===== config.mk =====
export PLATFORM = sky130hd
export DESIGN_NAME = mcs_mac_config
export DESIGN_NICKNAME = d
export VERILOG_FILES = /design/src/mcs_pkg.sv /design/src/mcs_sync.sv /design/src/mcs_mac_config.sv
export VERILOG_INCLUDE_DIRS = /design/src
export SDC_FILE = /design/constraint.sdc
export NUM_CORES = 1
export LEC_CHECK = 0
export BUFFER_PORTS_ARGS = -buffer_cell sky130_fd_sc_hd__buf_2
export CAP_MARGIN = 15
export CORE_MARGIN = 4
export CORE_UTILIZATION = 57
export DETAILED_ROUTE_END_ITERATION = 8
export GPL_TIMING_DRIVEN = 0
export PLACE_DENSITY = 0.82
export SLEW_MARGIN = 10
export SYNTH_ARGS = -nofsm -noshare
export SYNTH_HDL_FRONTEND = slang
export SYNTH_HIERARCHICAL = 1
export SYNTH_SLANG_ARGS = --single-unit

===== constraint.sdc =====
create_clock -name clk -period 6.31 [get_ports clk]
set_input_delay 1.262 -clock clk [delete_from_list [all_inputs] [get_ports clk]]
set_output_delay 1.262 -clock clk [all_outputs]
set_load 0.01 [all_outputs]

===== src/mcs_params.svh =====
// offsets, field positions, reset values and counts of the mac config block
`ifndef MCS_PARAMS_SVH
`define MCS_PARAMS_SVH

// register byte offsets, each register has write/clear/set/invert aliases
`define MCS_CFG_BASE 8'h00
`define MCS_SA_BASE 8'h10
`define MCS_ALIAS_CLR 2'h1
`define MCS_ALIAS_SET 2'h2
`define MCS_ALIAS_INV 2'h3

// configuration field positions
`define MCS_CFG_WHOLE_RST 15
`define MCS_CFG_RNG_RST 14
`define MCS_CFG_RX_CS_RST 11
`define MCS_CFG_RX_FN_RST 10
`define MCS_CFG_TX_CS_RST 9
`define MCS_CFG_TX_FN_RST 8
`define MCS_CFG_LOOPBACK 4
`define MCS_CFG_TX_PAUSE 3
`define MCS_CFG_RX_PAUSE 2
`define MCS_CFG_PASS_ALL 1
`define MCS_CFG_RX_ON 0

// reset values and implemented-bit masks
`define MCS_CFG_RESET 16'h800D
`define MCS_CFG_IMPL 16'hCF1F
`define MCS_SA_IMPL 16'hFFFF

// station address octet positions
`define MCS_SA_FIRST_LSB 0
`define MCS_SA_SECOND_LSB 8

// cycles after reset release before the synchronised factory address holds
`define MCS_SA_LOAD_WAIT 2'h2

`endif


===== src/mcs_pkg.sv =====
// types shared by the mac configuration block
package mcs_pkg;

  // kind of register update chosen by the alias offset
  typedef enum logic [3:0]
  {
    MCS_OP_WRITE = 4'b0001,
    MCS_OP_CLR = 4'b0010,
    MCS_OP_SET = 4'b0100,
    MCS_OP_INV = 4'b1000
  } mcs_op_e;

  // bus slave phase
  typedef enum logic [1:0]
  {
    MCS_ST_IDLE = 2'b01,
    MCS_ST_DONE = 2'b10
  } mcs_bus_e;

endpackage


===== src/mcs_sync.sv =====
// two flip-flop synchroniser for signals arriving from pins
`timescale 1ns/1ns
module mcs_sync
#(
  parameter int WIDTH = 1
)
(
  input wire logic clk,
  input wire logic rst_n,
  input wire logic [WIDTH-1:0] d,
  output logic [WIDTH-1:0] q
);

  // first stage feeds only the second stage
  logic [WIDTH-1:0] meta_r;

  initial
  begin
    if (WIDTH < 1)
    begin
      $error("mcs_sync: WIDTH must be at least 1");
    end
  end

  // both stages clear under reset
  always_ff @(posedge clk or negedge rst_n)
  begin
    if (!rst_n)
    begin
      meta_r <= '0;
      q <= '0;
    end
    else
    begin
      meta_r <= d;
      q <= meta_r;
    end
  end

endmodule // mcs_sync


===== src/mcs_mac_config.sv =====
// mac configuration and station address registers behind an apb slave
//
// What this block does
// - soft reset bit 15 holds whole mac, resets high
// - bit 14 resets the transmit random generator
// - bit 11 resets receive control sublayer
// - bit 10 resets receive function logic
// - bit 9 resets transmit control sublayer
// - bit 8 resets transmit function logic
// - bit 4 loops transmit back into receive
// - bit 3 allows or blocks sending pause frames
// - bit 2 acts on or ignores received pause
// - bit 1 passes control frames, else dropped
// - bit 0 enables frame reception
// - 16/32-bit accesses work, 8-bit ignored
// - address bits 7-0 first octet, 15-8 second
// - station address loads factory value after reset release
// - unimplemented config bits read zero, ignore writes
`timescale 1ns/1ns
`include "mcs_params.svh"
module mcs_mac_config
  import mcs_pkg::*;
#(
  parameter int MII_WIDTH = 4
)
(
  input wire logic clk,
  input wire logic rst_b,
  // apb slave
  input wire logic psel,
  input wire logic penable,
  input wire logic pwrite,
  input wire logic [7:0] paddr,
  input wire logic [31:0] pwdata,
  input wire logic [3:0] pstrb,
  output logic [31:0] prdata,
  output logic pready,
  output logic pslverr,
  // factory station address pins
  input wire logic [15:0] factory_addr,
  // mac datapath hooks on this clock
  input wire logic [MII_WIDTH-1:0] mac_txd,
  input wire logic mac_tx_en,
  input wire logic pause_tx_req,
  input wire logic pause_rx_seen,
  input wire logic rx_frame_valid,
  input wire logic rx_frame_is_ctrl,
  // receive pins from the phy
  input wire logic [MII_WIDTH-1:0] phy_rxd,
  input wire logic phy_rx_dv,
  // resets out to the mac domains, active high
  output logic mac_whole_reset,
  output logic tx_random_generator_reset,
  output logic rx_control_sublayer_reset,
  output logic rx_function_reset,
  output logic tx_control_sublayer_reset,
  output logic tx_function_reset,
  // mode and gating outputs
  output logic [MII_WIDTH-1:0] mac_rxd,
  output logic mac_rx_dv,
  output logic pause_tx_go,
  output logic pause_rx_act,
  output logic rx_frame_accept,
  output logic frame_receive_on,
  output logic [7:0] station_octet_first,
  output logic [7:0] station_octet_second
);

  ////////////////////////////////////////////////////////////////////////////
  // elaboration checks

  initial
  begin
    if (MII_WIDTH < 1 || MII_WIDTH > 8)
    begin
      $error("mcs_mac_config: MII_WIDTH must be 1 to 8");
    end
  end

  ////////////////////////////////////////////////////////////////////////////
  // reset release

  logic rst_meta_r; // first release stage
  logic rst_n; // released reset used by the rest

  // assert at once, release after two edges so no flop sees a ragged edge
  always_ff @(posedge clk or negedge rst_b)
  begin
    if (!rst_b)
    begin
      rst_meta_r <= 1'b0;
      rst_n <= 1'b0;
    end
    else
    begin
      rst_meta_r <= 1'b1;
      rst_n <= rst_meta_r;
    end
  end

  ////////////////////////////////////////////////////////////////////////////
  // pin synchronisers

  logic [15:0] factory_sync; // settled factory address
  logic [MII_WIDTH:0] phy_sync; // settled receive pins

  // factory straps cross from pins
  mcs_sync #(.WIDTH(16)) u_factory_sync
  (
    .clk(clk),
    .rst_n(rst_n),
    .d(factory_addr),
    .q(factory_sync)
  );

  // phy receive pins cross from the phy
  mcs_sync #(.WIDTH(MII_WIDTH + 1)) u_phy_sync
  (
    .clk(clk),
    .rst_n(rst_n),
    .d({phy_rx_dv, phy_rxd}),
    .q(phy_sync)
  );

  ////////////////////////////////////////////////////////////////////////////
  // state

  typedef struct packed
  {
    mcs_bus_e bus; // apb phase
    logic [15:0] cfg; // configuration bits
    logic [15:0] sa; // station address low octets
    logic [1:0] load_cnt; // wait for factory value
    logic loaded; // factory value taken
    logic [31:0] prdata; // read answer
    logic pready; // answer strobe
    logic pslverr; // unmapped answer
    logic [MII_WIDTH-1:0] rxd; // receive data to mac
    logic rx_dv; // receive valid to mac
    logic pause_tx_go; // gated pause send
    logic pause_rx_act; // gated pause action
    logic rx_accept; // gated frame accept
    logic [5:0] rst_out; // domain resets
  } mcs_state_s;

  mcs_state_s st_r; // registered state
  mcs_state_s st_nxt; // next state

  ////////////////////////////////////////////////////////////////////////////
  // access decode

  logic access; // access phase present
  logic is_cfg; // config register hit
  logic is_sa; // station address hit
  logic lanes_ok; // 16 or 32 bit lane pattern
  logic [31:0] lane_mask; // byte lanes expanded
  mcs_op_e op; // alias kind

  // decode target, alias and lane pattern
  always_comb
  begin
    access = psel && penable;
    is_cfg = ((paddr & 8'hF3) == `MCS_CFG_BASE); // alias bits masked
    is_sa = ((paddr & 8'hF3) == `MCS_SA_BASE); // word slots only
    // byte strobes alone are refused; halfword or word only
    lanes_ok = (pstrb == 4'hF) || (pstrb == 4'h3) ||
               (pstrb == 4'hC);
    lane_mask = {{8{pstrb[3]}}, {8{pstrb[2]}},
                 {8{pstrb[1]}}, {8{pstrb[0]}}};
    case (paddr[3:2])
      `MCS_ALIAS_CLR: op = MCS_OP_CLR;
      `MCS_ALIAS_SET: op = MCS_OP_SET;
      `MCS_ALIAS_INV: op = MCS_OP_INV;
      default: op = MCS_OP_WRITE;
    endcase
  end

  ////////////////////////////////////////////////////////////////////////////
  // register update through the aliases

  // apply one alias operation to a 16-bit register, keeping only impl bits
  function automatic logic [15:0] apply_op
  (
    input mcs_op_e kind,
    input logic [15:0] old,
    input logic [15:0] wd,
    input logic [15:0] m,
    input logic [15:0] impl
  );
    logic [15:0] r;
    r = old;
    case (kind)
      MCS_OP_WRITE: r = (old & ~m) | (wd & m);
      MCS_OP_CLR: r = old & ~(wd & m);
      MCS_OP_SET: r = old | (wd & m);
      MCS_OP_INV: r = old ^ (wd & m);
      default: r = old;
    endcase
    return r & impl;
  endfunction

  ////////////////////////////////////////////////////////////////////////////
  // next state

  // one combinational pass over bus, load and mac gating
  always_comb
  begin
    st_nxt = st_r;

    // bus handshake: answer one cycle into the access phase
    case (st_r.bus)
      MCS_ST_IDLE:
      begin
        st_nxt.pready = 1'b0;
        st_nxt.pslverr = 1'b0;
        if (access)
        begin
          st_nxt.bus = MCS_ST_DONE;
          st_nxt.pready = 1'b1;
          st_nxt.pslverr = !(is_cfg || is_sa);
          // reads give the whole word; upper halves read zero
          if (is_cfg)
          begin
            st_nxt.prdata = {16'h0000, st_r.cfg & `MCS_CFG_IMPL};
          end
          else if (is_sa)
          begin
            st_nxt.prdata = {16'h0000, st_r.sa};
          end
          else
          begin
            st_nxt.prdata = 32'h0000_0000;
          end
        end
      end
      MCS_ST_DONE:
      begin
        // write takes effect on the edge that samples pready
        st_nxt.bus = MCS_ST_IDLE;
        st_nxt.pready = 1'b0;
        st_nxt.pslverr = 1'b0;
        if (access && pwrite && lanes_ok)
        begin
          if (is_cfg)
          begin
            st_nxt.cfg = apply_op(op, st_r.cfg, pwdata[15:0],
                                  lane_mask[15:0],
                                  `MCS_CFG_IMPL);
          end
          else if (is_sa)
          begin
            // upper half of the word is dropped, software keeps it zero
            st_nxt.sa = apply_op(op, st_r.sa, pwdata[15:0],
                                 lane_mask[15:0],
                                 `MCS_SA_IMPL);
          end
        end
      end
      default:
      begin
        st_nxt.bus = MCS_ST_IDLE;
        st_nxt.pready = 1'b0;
        st_nxt.pslverr = 1'b0;
      end
    endcase

    // factory station address taken once the pins have settled
    if (!st_r.loaded)
    begin
      if (st_r.load_cnt == `MCS_SA_LOAD_WAIT)
      begin
        st_nxt.sa = factory_sync;
        st_nxt.loaded = 1'b1;
      end
      else
      begin
        st_nxt.load_cnt = st_r.load_cnt + 2'h1;
      end
    end

    // domain resets follow their bits; whole reset covers every domain
    st_nxt.rst_out[5] = st_r.cfg[`MCS_CFG_WHOLE_RST];
    st_nxt.rst_out[4] = st_r.cfg[`MCS_CFG_RNG_RST] ||
                        st_r.cfg[`MCS_CFG_WHOLE_RST];
    st_nxt.rst_out[3] = st_r.cfg[`MCS_CFG_RX_CS_RST] ||
                        st_r.cfg[`MCS_CFG_WHOLE_RST];
    st_nxt.rst_out[2] = st_r.cfg[`MCS_CFG_RX_FN_RST] ||
                        st_r.cfg[`MCS_CFG_WHOLE_RST];
    st_nxt.rst_out[1] = st_r.cfg[`MCS_CFG_TX_CS_RST] ||
                        st_r.cfg[`MCS_CFG_WHOLE_RST];
    st_nxt.rst_out[0] = st_r.cfg[`MCS_CFG_TX_FN_RST] ||
                        st_r.cfg[`MCS_CFG_WHOLE_RST];

    // loopback steers mac transmit into mac receive
    if (st_r.cfg[`MCS_CFG_LOOPBACK])
    begin
      st_nxt.rxd = mac_txd;
      st_nxt.rx_dv = mac_tx_en;
    end
    else
    begin
      st_nxt.rxd = phy_sync[MII_WIDTH-1:0];
      st_nxt.rx_dv = phy_sync[MII_WIDTH];
    end

    // pause frames may leave only while allowed
    st_nxt.pause_tx_go = pause_tx_req &&
                         st_r.cfg[`MCS_CFG_TX_PAUSE];
    // received pause acted on only while honoured
    st_nxt.pause_rx_act = pause_rx_seen &&
                          st_r.cfg[`MCS_CFG_RX_PAUSE];
    // receive gate, then control frames dropped unless passing all
    st_nxt.rx_accept = rx_frame_valid &&
                       st_r.cfg[`MCS_CFG_RX_ON] &&
                       (!rx_frame_is_ctrl ||
                        st_r.cfg[`MCS_CFG_PASS_ALL]);

    // a held receive function reset also blocks acceptance and pause action
    if (st_r.rst_out[2])
    begin
      st_nxt.rx_accept = 1'b0;
      st_nxt.pause_rx_act = 1'b0;
    end
    // transmit control sublayer in reset sends no pause
    if (st_r.rst_out[1])
    begin
      st_nxt.pause_tx_go = 1'b0;
    end
  end

  ////////////////////////////////////////////////////////////////////////////
  // state register

  // constants only under reset; factory value arrives after release
  always_ff @(posedge clk or negedge rst_n)
  begin
    if (!rst_n)
    begin
      st_r.bus <= MCS_ST_IDLE;
      st_r.cfg <= `MCS_CFG_RESET;
      st_r.sa <= 16'h0000;
      st_r.load_cnt <= 2'h0;
      st_r.loaded <= 1'b0;
      st_r.prdata <= 32'h0000_0000;
      st_r.pready <= 1'b0;
      st_r.pslverr <= 1'b0;
      st_r.rxd <= '0;
      st_r.rx_dv <= 1'b0;
      st_r.pause_tx_go <= 1'b0;
      st_r.pause_rx_act <= 1'b0;
      st_r.rx_accept <= 1'b0;
      // whole reset starts asserted, so every domain starts held
      st_r.rst_out <= 6'h3F;
    end
    else
    begin
      st_r <= st_nxt;
    end
  end

  ////////////////////////////////////////////////////////////////////////////
  // outputs, all straight from flip-flops

  assign prdata = st_r.prdata;
  assign pready = st_r.pready;
  assign pslverr = st_r.pslverr;
  assign mac_whole_reset = st_r.rst_out[5];
  assign tx_random_generator_reset = st_r.rst_out[4];
  assign rx_control_sublayer_reset = st_r.rst_out[3];
  assign rx_function_reset = st_r.rst_out[2];
  assign tx_control_sublayer_reset = st_r.rst_out[1];
  assign tx_function_reset = st_r.rst_out[0];
  assign mac_rxd = st_r.rxd;
  assign mac_rx_dv = st_r.rx_dv;
  assign pause_tx_go = st_r.pause_tx_go;
  assign pause_rx_act = st_r.pause_rx_act;
  assign rx_frame_accept = st_r.rx_accept;
  assign frame_receive_on = st_r.cfg[`MCS_CFG_RX_ON];
  // first transmitted octet sits in the low byte
  assign station_octet_first =
    st_r.sa[`MCS_SA_FIRST_LSB +: 8];
  assign station_octet_second =
    st_r.sa[`MCS_SA_SECOND_LSB +: 8];

endmodule // mcs_mac_config


## Yosys cells after proc, flatten, opt, wreduce, memory -nomap -nowiden

Index checks and enable logic that the tools add are counted.

| cells by class | value |
|---|---|
| add/sub/neg operators | 1 |
| eq/ne operators | 15 |
| mux-type cells | 20 |
| bitwise gates (word level) | 15 |
| reductions and logical operators | 23 |

Operators by type and width:

| operator | number |
|---|---|
| $pmux 16 s4 | 2 |
| $mux 16 | 7 |
| $and 16x16->16 | 5 |
| $or 16x16->16 | 4 |
| $not 16->16 | 2 |
| $xor 16x16->16 | 2 |
| $mux 19 | 1 |
| $eq 4x4->1 const B | 3 |
| $mux 2 | 6 |
| $pmux 4 s3 | 1 |
| $logic_or 1x1->1 | 9 |
| $eq 2x2->1 const B | 4 |
| $eq 4x2->1 const B | 2 |
| $logic_not 8->1 | 1 |
| $logic_and 1x1->1 | 7 |
| $eq 6x3->1 const B | 1 |
| $mux 5 | 1 |
| $eq 2x1->1 const B | 2 |
| $eq 4x1->1 const B | 1 |
| $eq 4x3->1 const B | 1 |
| $reduce_and 2->1 | 2 |
| $reduce_and 4->1 | 1 |
| $reduce_bool 4->1 | 1 |
| $add 2x1->2 const B | 1 |
| 4 further kinds | 7 |

| storage, ports and cells | value |
|---|---|
| flip-flop bits (word level) | 108 |
| input port bits | 79 |
| logic and storage cells | 94 |

## Logic depth before layout (Yosys ltp)

| logic depth | value |
|---|---|
| word-level depth | 10 |
| gate-level depth with buffers | 7 |
| mapped depth without buffers | 6 |

## Hierarchy

Netlist, hierarchy kept.

Modules (own cells, without submodules):

| module | instances | cells each | area each (µm²) | sequential area each (µm²) |
|---|---|---|---|---|
| mcs_mac_config | 1 | 438 | 4,446.8 | 1,665.3 |
| mcs_sync at u_factory_sync | 1 | 32 | 800.8 | 800.8 |
| mcs_sync at u_phy_sync | 1 | 10 | 250.2 | 250.2 |

## Worst setup path before layout

Ideal clock, no wire load.

| timing path | value |
|---|---|
| kind | in2reg |
| start point | input paddr[7] |
| end point | register st_r[68] in the netlist's numbering |
| data arrival time | 2,646 ps |
| setup slack | 3,543 ps |
| cell stages on the path | 5 |
| path buffers | 1 |
| cells stage by stage | nor4_4 -> nand4_4 -> or4_4 -> buf_6 -> a22o_1 |

| between the ends | value |
|---|---|
| longest elaborated chain between the ends | 2 |

RTL lines:

| what | RTL line | source |
|---|---|---|
| from (decl) | mcs_mac_config.sv:33 | `input wire logic [7:0] paddr,` |
| $logic_not 8->1 (no source line) | n/a |  |
| $reduce_and 4->1 (no source line) | n/a |  |
| to (signal assigned) | mcs_mac_config.sv:357 | `st_r <= st_nxt;` |
| to (decl) | mcs_mac_config.sv:146 | `mcs_state_s st_r;` |

Every way passes these cells.
A chain may end at the register's enable or synchronous reset.

==> run metrics <==
pins over their slew limit 0; Root Buffer clkbuf_8; total power 1.33 mW; most common cell after layout, fill and taps aside buf_2; Switching Share 26.2%; CP dominant cell by count buf_2; Area Overhead vs Synth 18.2%; CTS resizes 0; flops & latches, synth 108; met2 Use GR 35.6%; post-detail-place hpwl 9120 µm; diode count 0; CP peak stage delay 0.39 ns; Cell Area, Synth 0.00550 mm²; fillcell total 691; Slowest-stage cell, CP nor4_4; vias in the first global route 4045; Total Neg Setup Slack 0 ns; Synth Area in Compound Gates 12.6%; die height 106 µm; # rows 35; initial antenna violation count 0; setup violators final 0; Hold Violations, Final 0; adder-cell share of the synthesized area 8.65%; Via density 5.28; worst-path maximum fanout 10; Switching Power 348 µW; Crit Path Class in -> reg; Max Cap Viol 0; # Post-CTS Setup Buffers 0; critical-path cell list buf_2 > nor4_4 > and4_2 > a41oi_4 > buf_2 > a221o_1; hold_buf cts 0; worst-margin pin slew 0.844 ns; CP required 6.56 ns; drt wl/cell 16.3 µm; Period minus WS final 2.70 ns; drt total wl 12200 µm; Clock Power Share 32.8%; Sequential Power Share 55.3%; Syn Area/Cell 11.5 µm²; H-tree Lvls 3; yosys warns 6; fin util 69.7%; die span in x 106 µm; RSZ-0062 raised after global routing false; Peak VDD IR 0.128 mV; gpl congestion 0.880; Comb power frac 11.9%; final period utilization 42.7%; type of origin of the critical path input port; ANT nets after route 0; share of cells above drive strength 1 38.5%; largest net degree at the start of global routing 61; Clock Path Buffers 2; Worst Skew 0.0111 ns; io pins 144; class of the worst hold path reg -> reg; achievable clock frequency 371 MHz; DRT iter0 DRCs 265; power per cell area 205 mW/mm²; internal power 982 µW; global-route wire length before repair 19800 µm; GR Util met1 30.8%; tightest hold margin 0.357 ns; commonest non-fill, non-tap cells in the layout buf_2, dfrtp_1, buf_4; GRT Util Overall 22.4%; simple-gate share of the synthesized area 10.8%; element type at the critical path end register; port bufs 109; Nets 733; first drt pass iteration count 4; largest family of logic cells by synthesized area compound AO/OA/AOI/OAI gates; register area share after synthesis 49.4%; post-synthesis cell type count 41; status finished, final reports clean; total CTS buffers 9; Clk Latency, worst-skew pair 0.37 ns; remaining global-route overflow 0; Lkg Pwr 3.18 nW; met3 GRT Util 3.70%; setup ws final 3.61 ns; clk slew on worst S/H paths 0.10 ns; die area 0.0113 mm²; initial core utilization 58.9%; DR vias 3958; multiplexer share of the synthesized area 7.12%; CP arrival 2.95 ns; max_slew headroom 43.6%; post-synthesis xor/xnor area fraction 0.319%; CTS tree yes; drt drc 0; CTS Sinks 108; pre-CTS WS 3.26 ns; Mapped Cells 480; global route hottest layer met2; core footprint 0.00933 mm²
-- area by class of cell --
type	instances	area, µm²	area share (%)
timing repair buffer	110	573	8.82
buffer	79	543	8.35
sequential	108	2720	41.8
clock buffer	9	124	1.91
inverter	16	60.1	0.924
multi-input combinational	292	2230	34.4
tap	129	161	2.48
clock inverter	7	83.8	1.29
-- final timing paths --
path | slack (ns) | to | cells past startpoint | from
min in group asynchronous | 0.41 | u_phy_sync/q[0] | 0 | rst_n
min | 0.36 | u_factory_sync/q[10] | 0 | u_factory_sync/meta_r[10]
max in group asynchronous | 5.12 | st_r[83] | 1 | rst_n
max reg2reg | 4.11 | station_octet_second[1] | 6 | st_r[49]
min reg2reg | 0.36 | u_factory_sync/q[10] | 0 | u_factory_sync/meta_r[10]
max | 3.61 | station_octet_second[1] | 6 | paddr[7]
-- cell families (layout without fill, tap and decap cells) --
| logic type | count (synthesis) | after routing |
|---|---|---|
| fa+ha+maj | 38 | 38 |
| other cells | 2 | 17 |
| simple gates | 105 | 105 |
| compound gates | 94 | 94 |
| xor+xnor | 2 | 2 |
| buf+inv | 95 | 221 |
| mux | 36 | 36 |
| flops | 108 | 108 |
-- synth_stat cells (all sizes together) --
master | n | area (µm²)
a211oi | 1 | 7.51
a21o | 1 | 7.51
a21oi | 1 | 5.00
a221o | 16 | 160
a22o | 16 | 140
a31o | 1 | 8.76
a31oi | 1 | 6.26
a41oi | 1 | 27.5
and2 | 17 | 108
and3b | 1 | 10.0
and4 | 1 | 10.0
and4bb | 1 | 12.5
buf | 58 | 424
clkbuf | 21 | 119
conb | 2 | 7.51
dfrtp | 97 | 2430
dfstp | 11 | 289
ha | 38 | 475
inv | 16 | 60.1
mux2 | 25 | 282
mux2i | 11 | 110
nand2 | 49 | 184
nand3b | 1 | 7.51
nand4 | 2 | 27.5
nor2 | 1 | 3.75
nor2b | 19 | 119
nor3 | 3 | 15.0
nor3b | 1 | 7.51
nor4 | 2 | 42.5
o211ai | 8 | 60.1
o21ai | 37 | 185
o31ai | 11 | 82.6
or2 | 6 | 37.5
or4 | 1 | 11.3
xnor2 | 2 | 17.5
-- power groups by stage --
| stage | clock [mW] | combinational [mW] | sequential [mW] |
|---|---|---|---|
| 3_3_place_gp | 0 | 0.142 | 0.753 |
| 5_1_grt | 0.474 | 0.177 | 0.740 |
| 3_5_place_dp | 0 | 0.157 | 0.749 |
| 4_1_cts | 0.445 | 0.158 | 0.736 |
| 6_report | 0.436 | 0.159 | 0.735 |
| 2_1_floorplan | 0 | 0.0987 | 0.747 |
-- layer usage --
metal,wire (µm),share of wire [%],vias to the layer above
li1,-,-,1864
met1,5210,43,1882
met3,1030,8.4,28
met4,312,2.5,0
met2,5690,46,184
met5,0,0,-
-- sequential cells by signal (all words and copies together), names as in the netlist, 4 cells and up --
| signal | flops |
|---|---|
| st_r | 14 |
| u_factory_sync/meta_r | 16 |
| u_phy_sync/meta_r | 5 |
| u_factory_sync/q | 16 |
| prdata | 16 |
| station_octet_second | 8 |
| mac_rxd | 4 |
| station_octet_first | 8 |
| u_phy_sync/q | 5 |
-- per-stage QoR --
step,area (µm²),instances
4_1_cts,6500,750
3_5_place_dp,6290,734
6_report,6500,750
2_1_floorplan,5550,495
3_3_place_gp,6260,733
5_1_grt,6500,750
-- critical path, delay by kind of cell --
family | cells | cell delay [ns]
AND/OR/NAND/NOR | 2 | 0.72
buffers and inverters | 2 | 0.39
AO/OA/AOI/OAI | 2 | 0.58
Power figures use the tool's default switching activity.
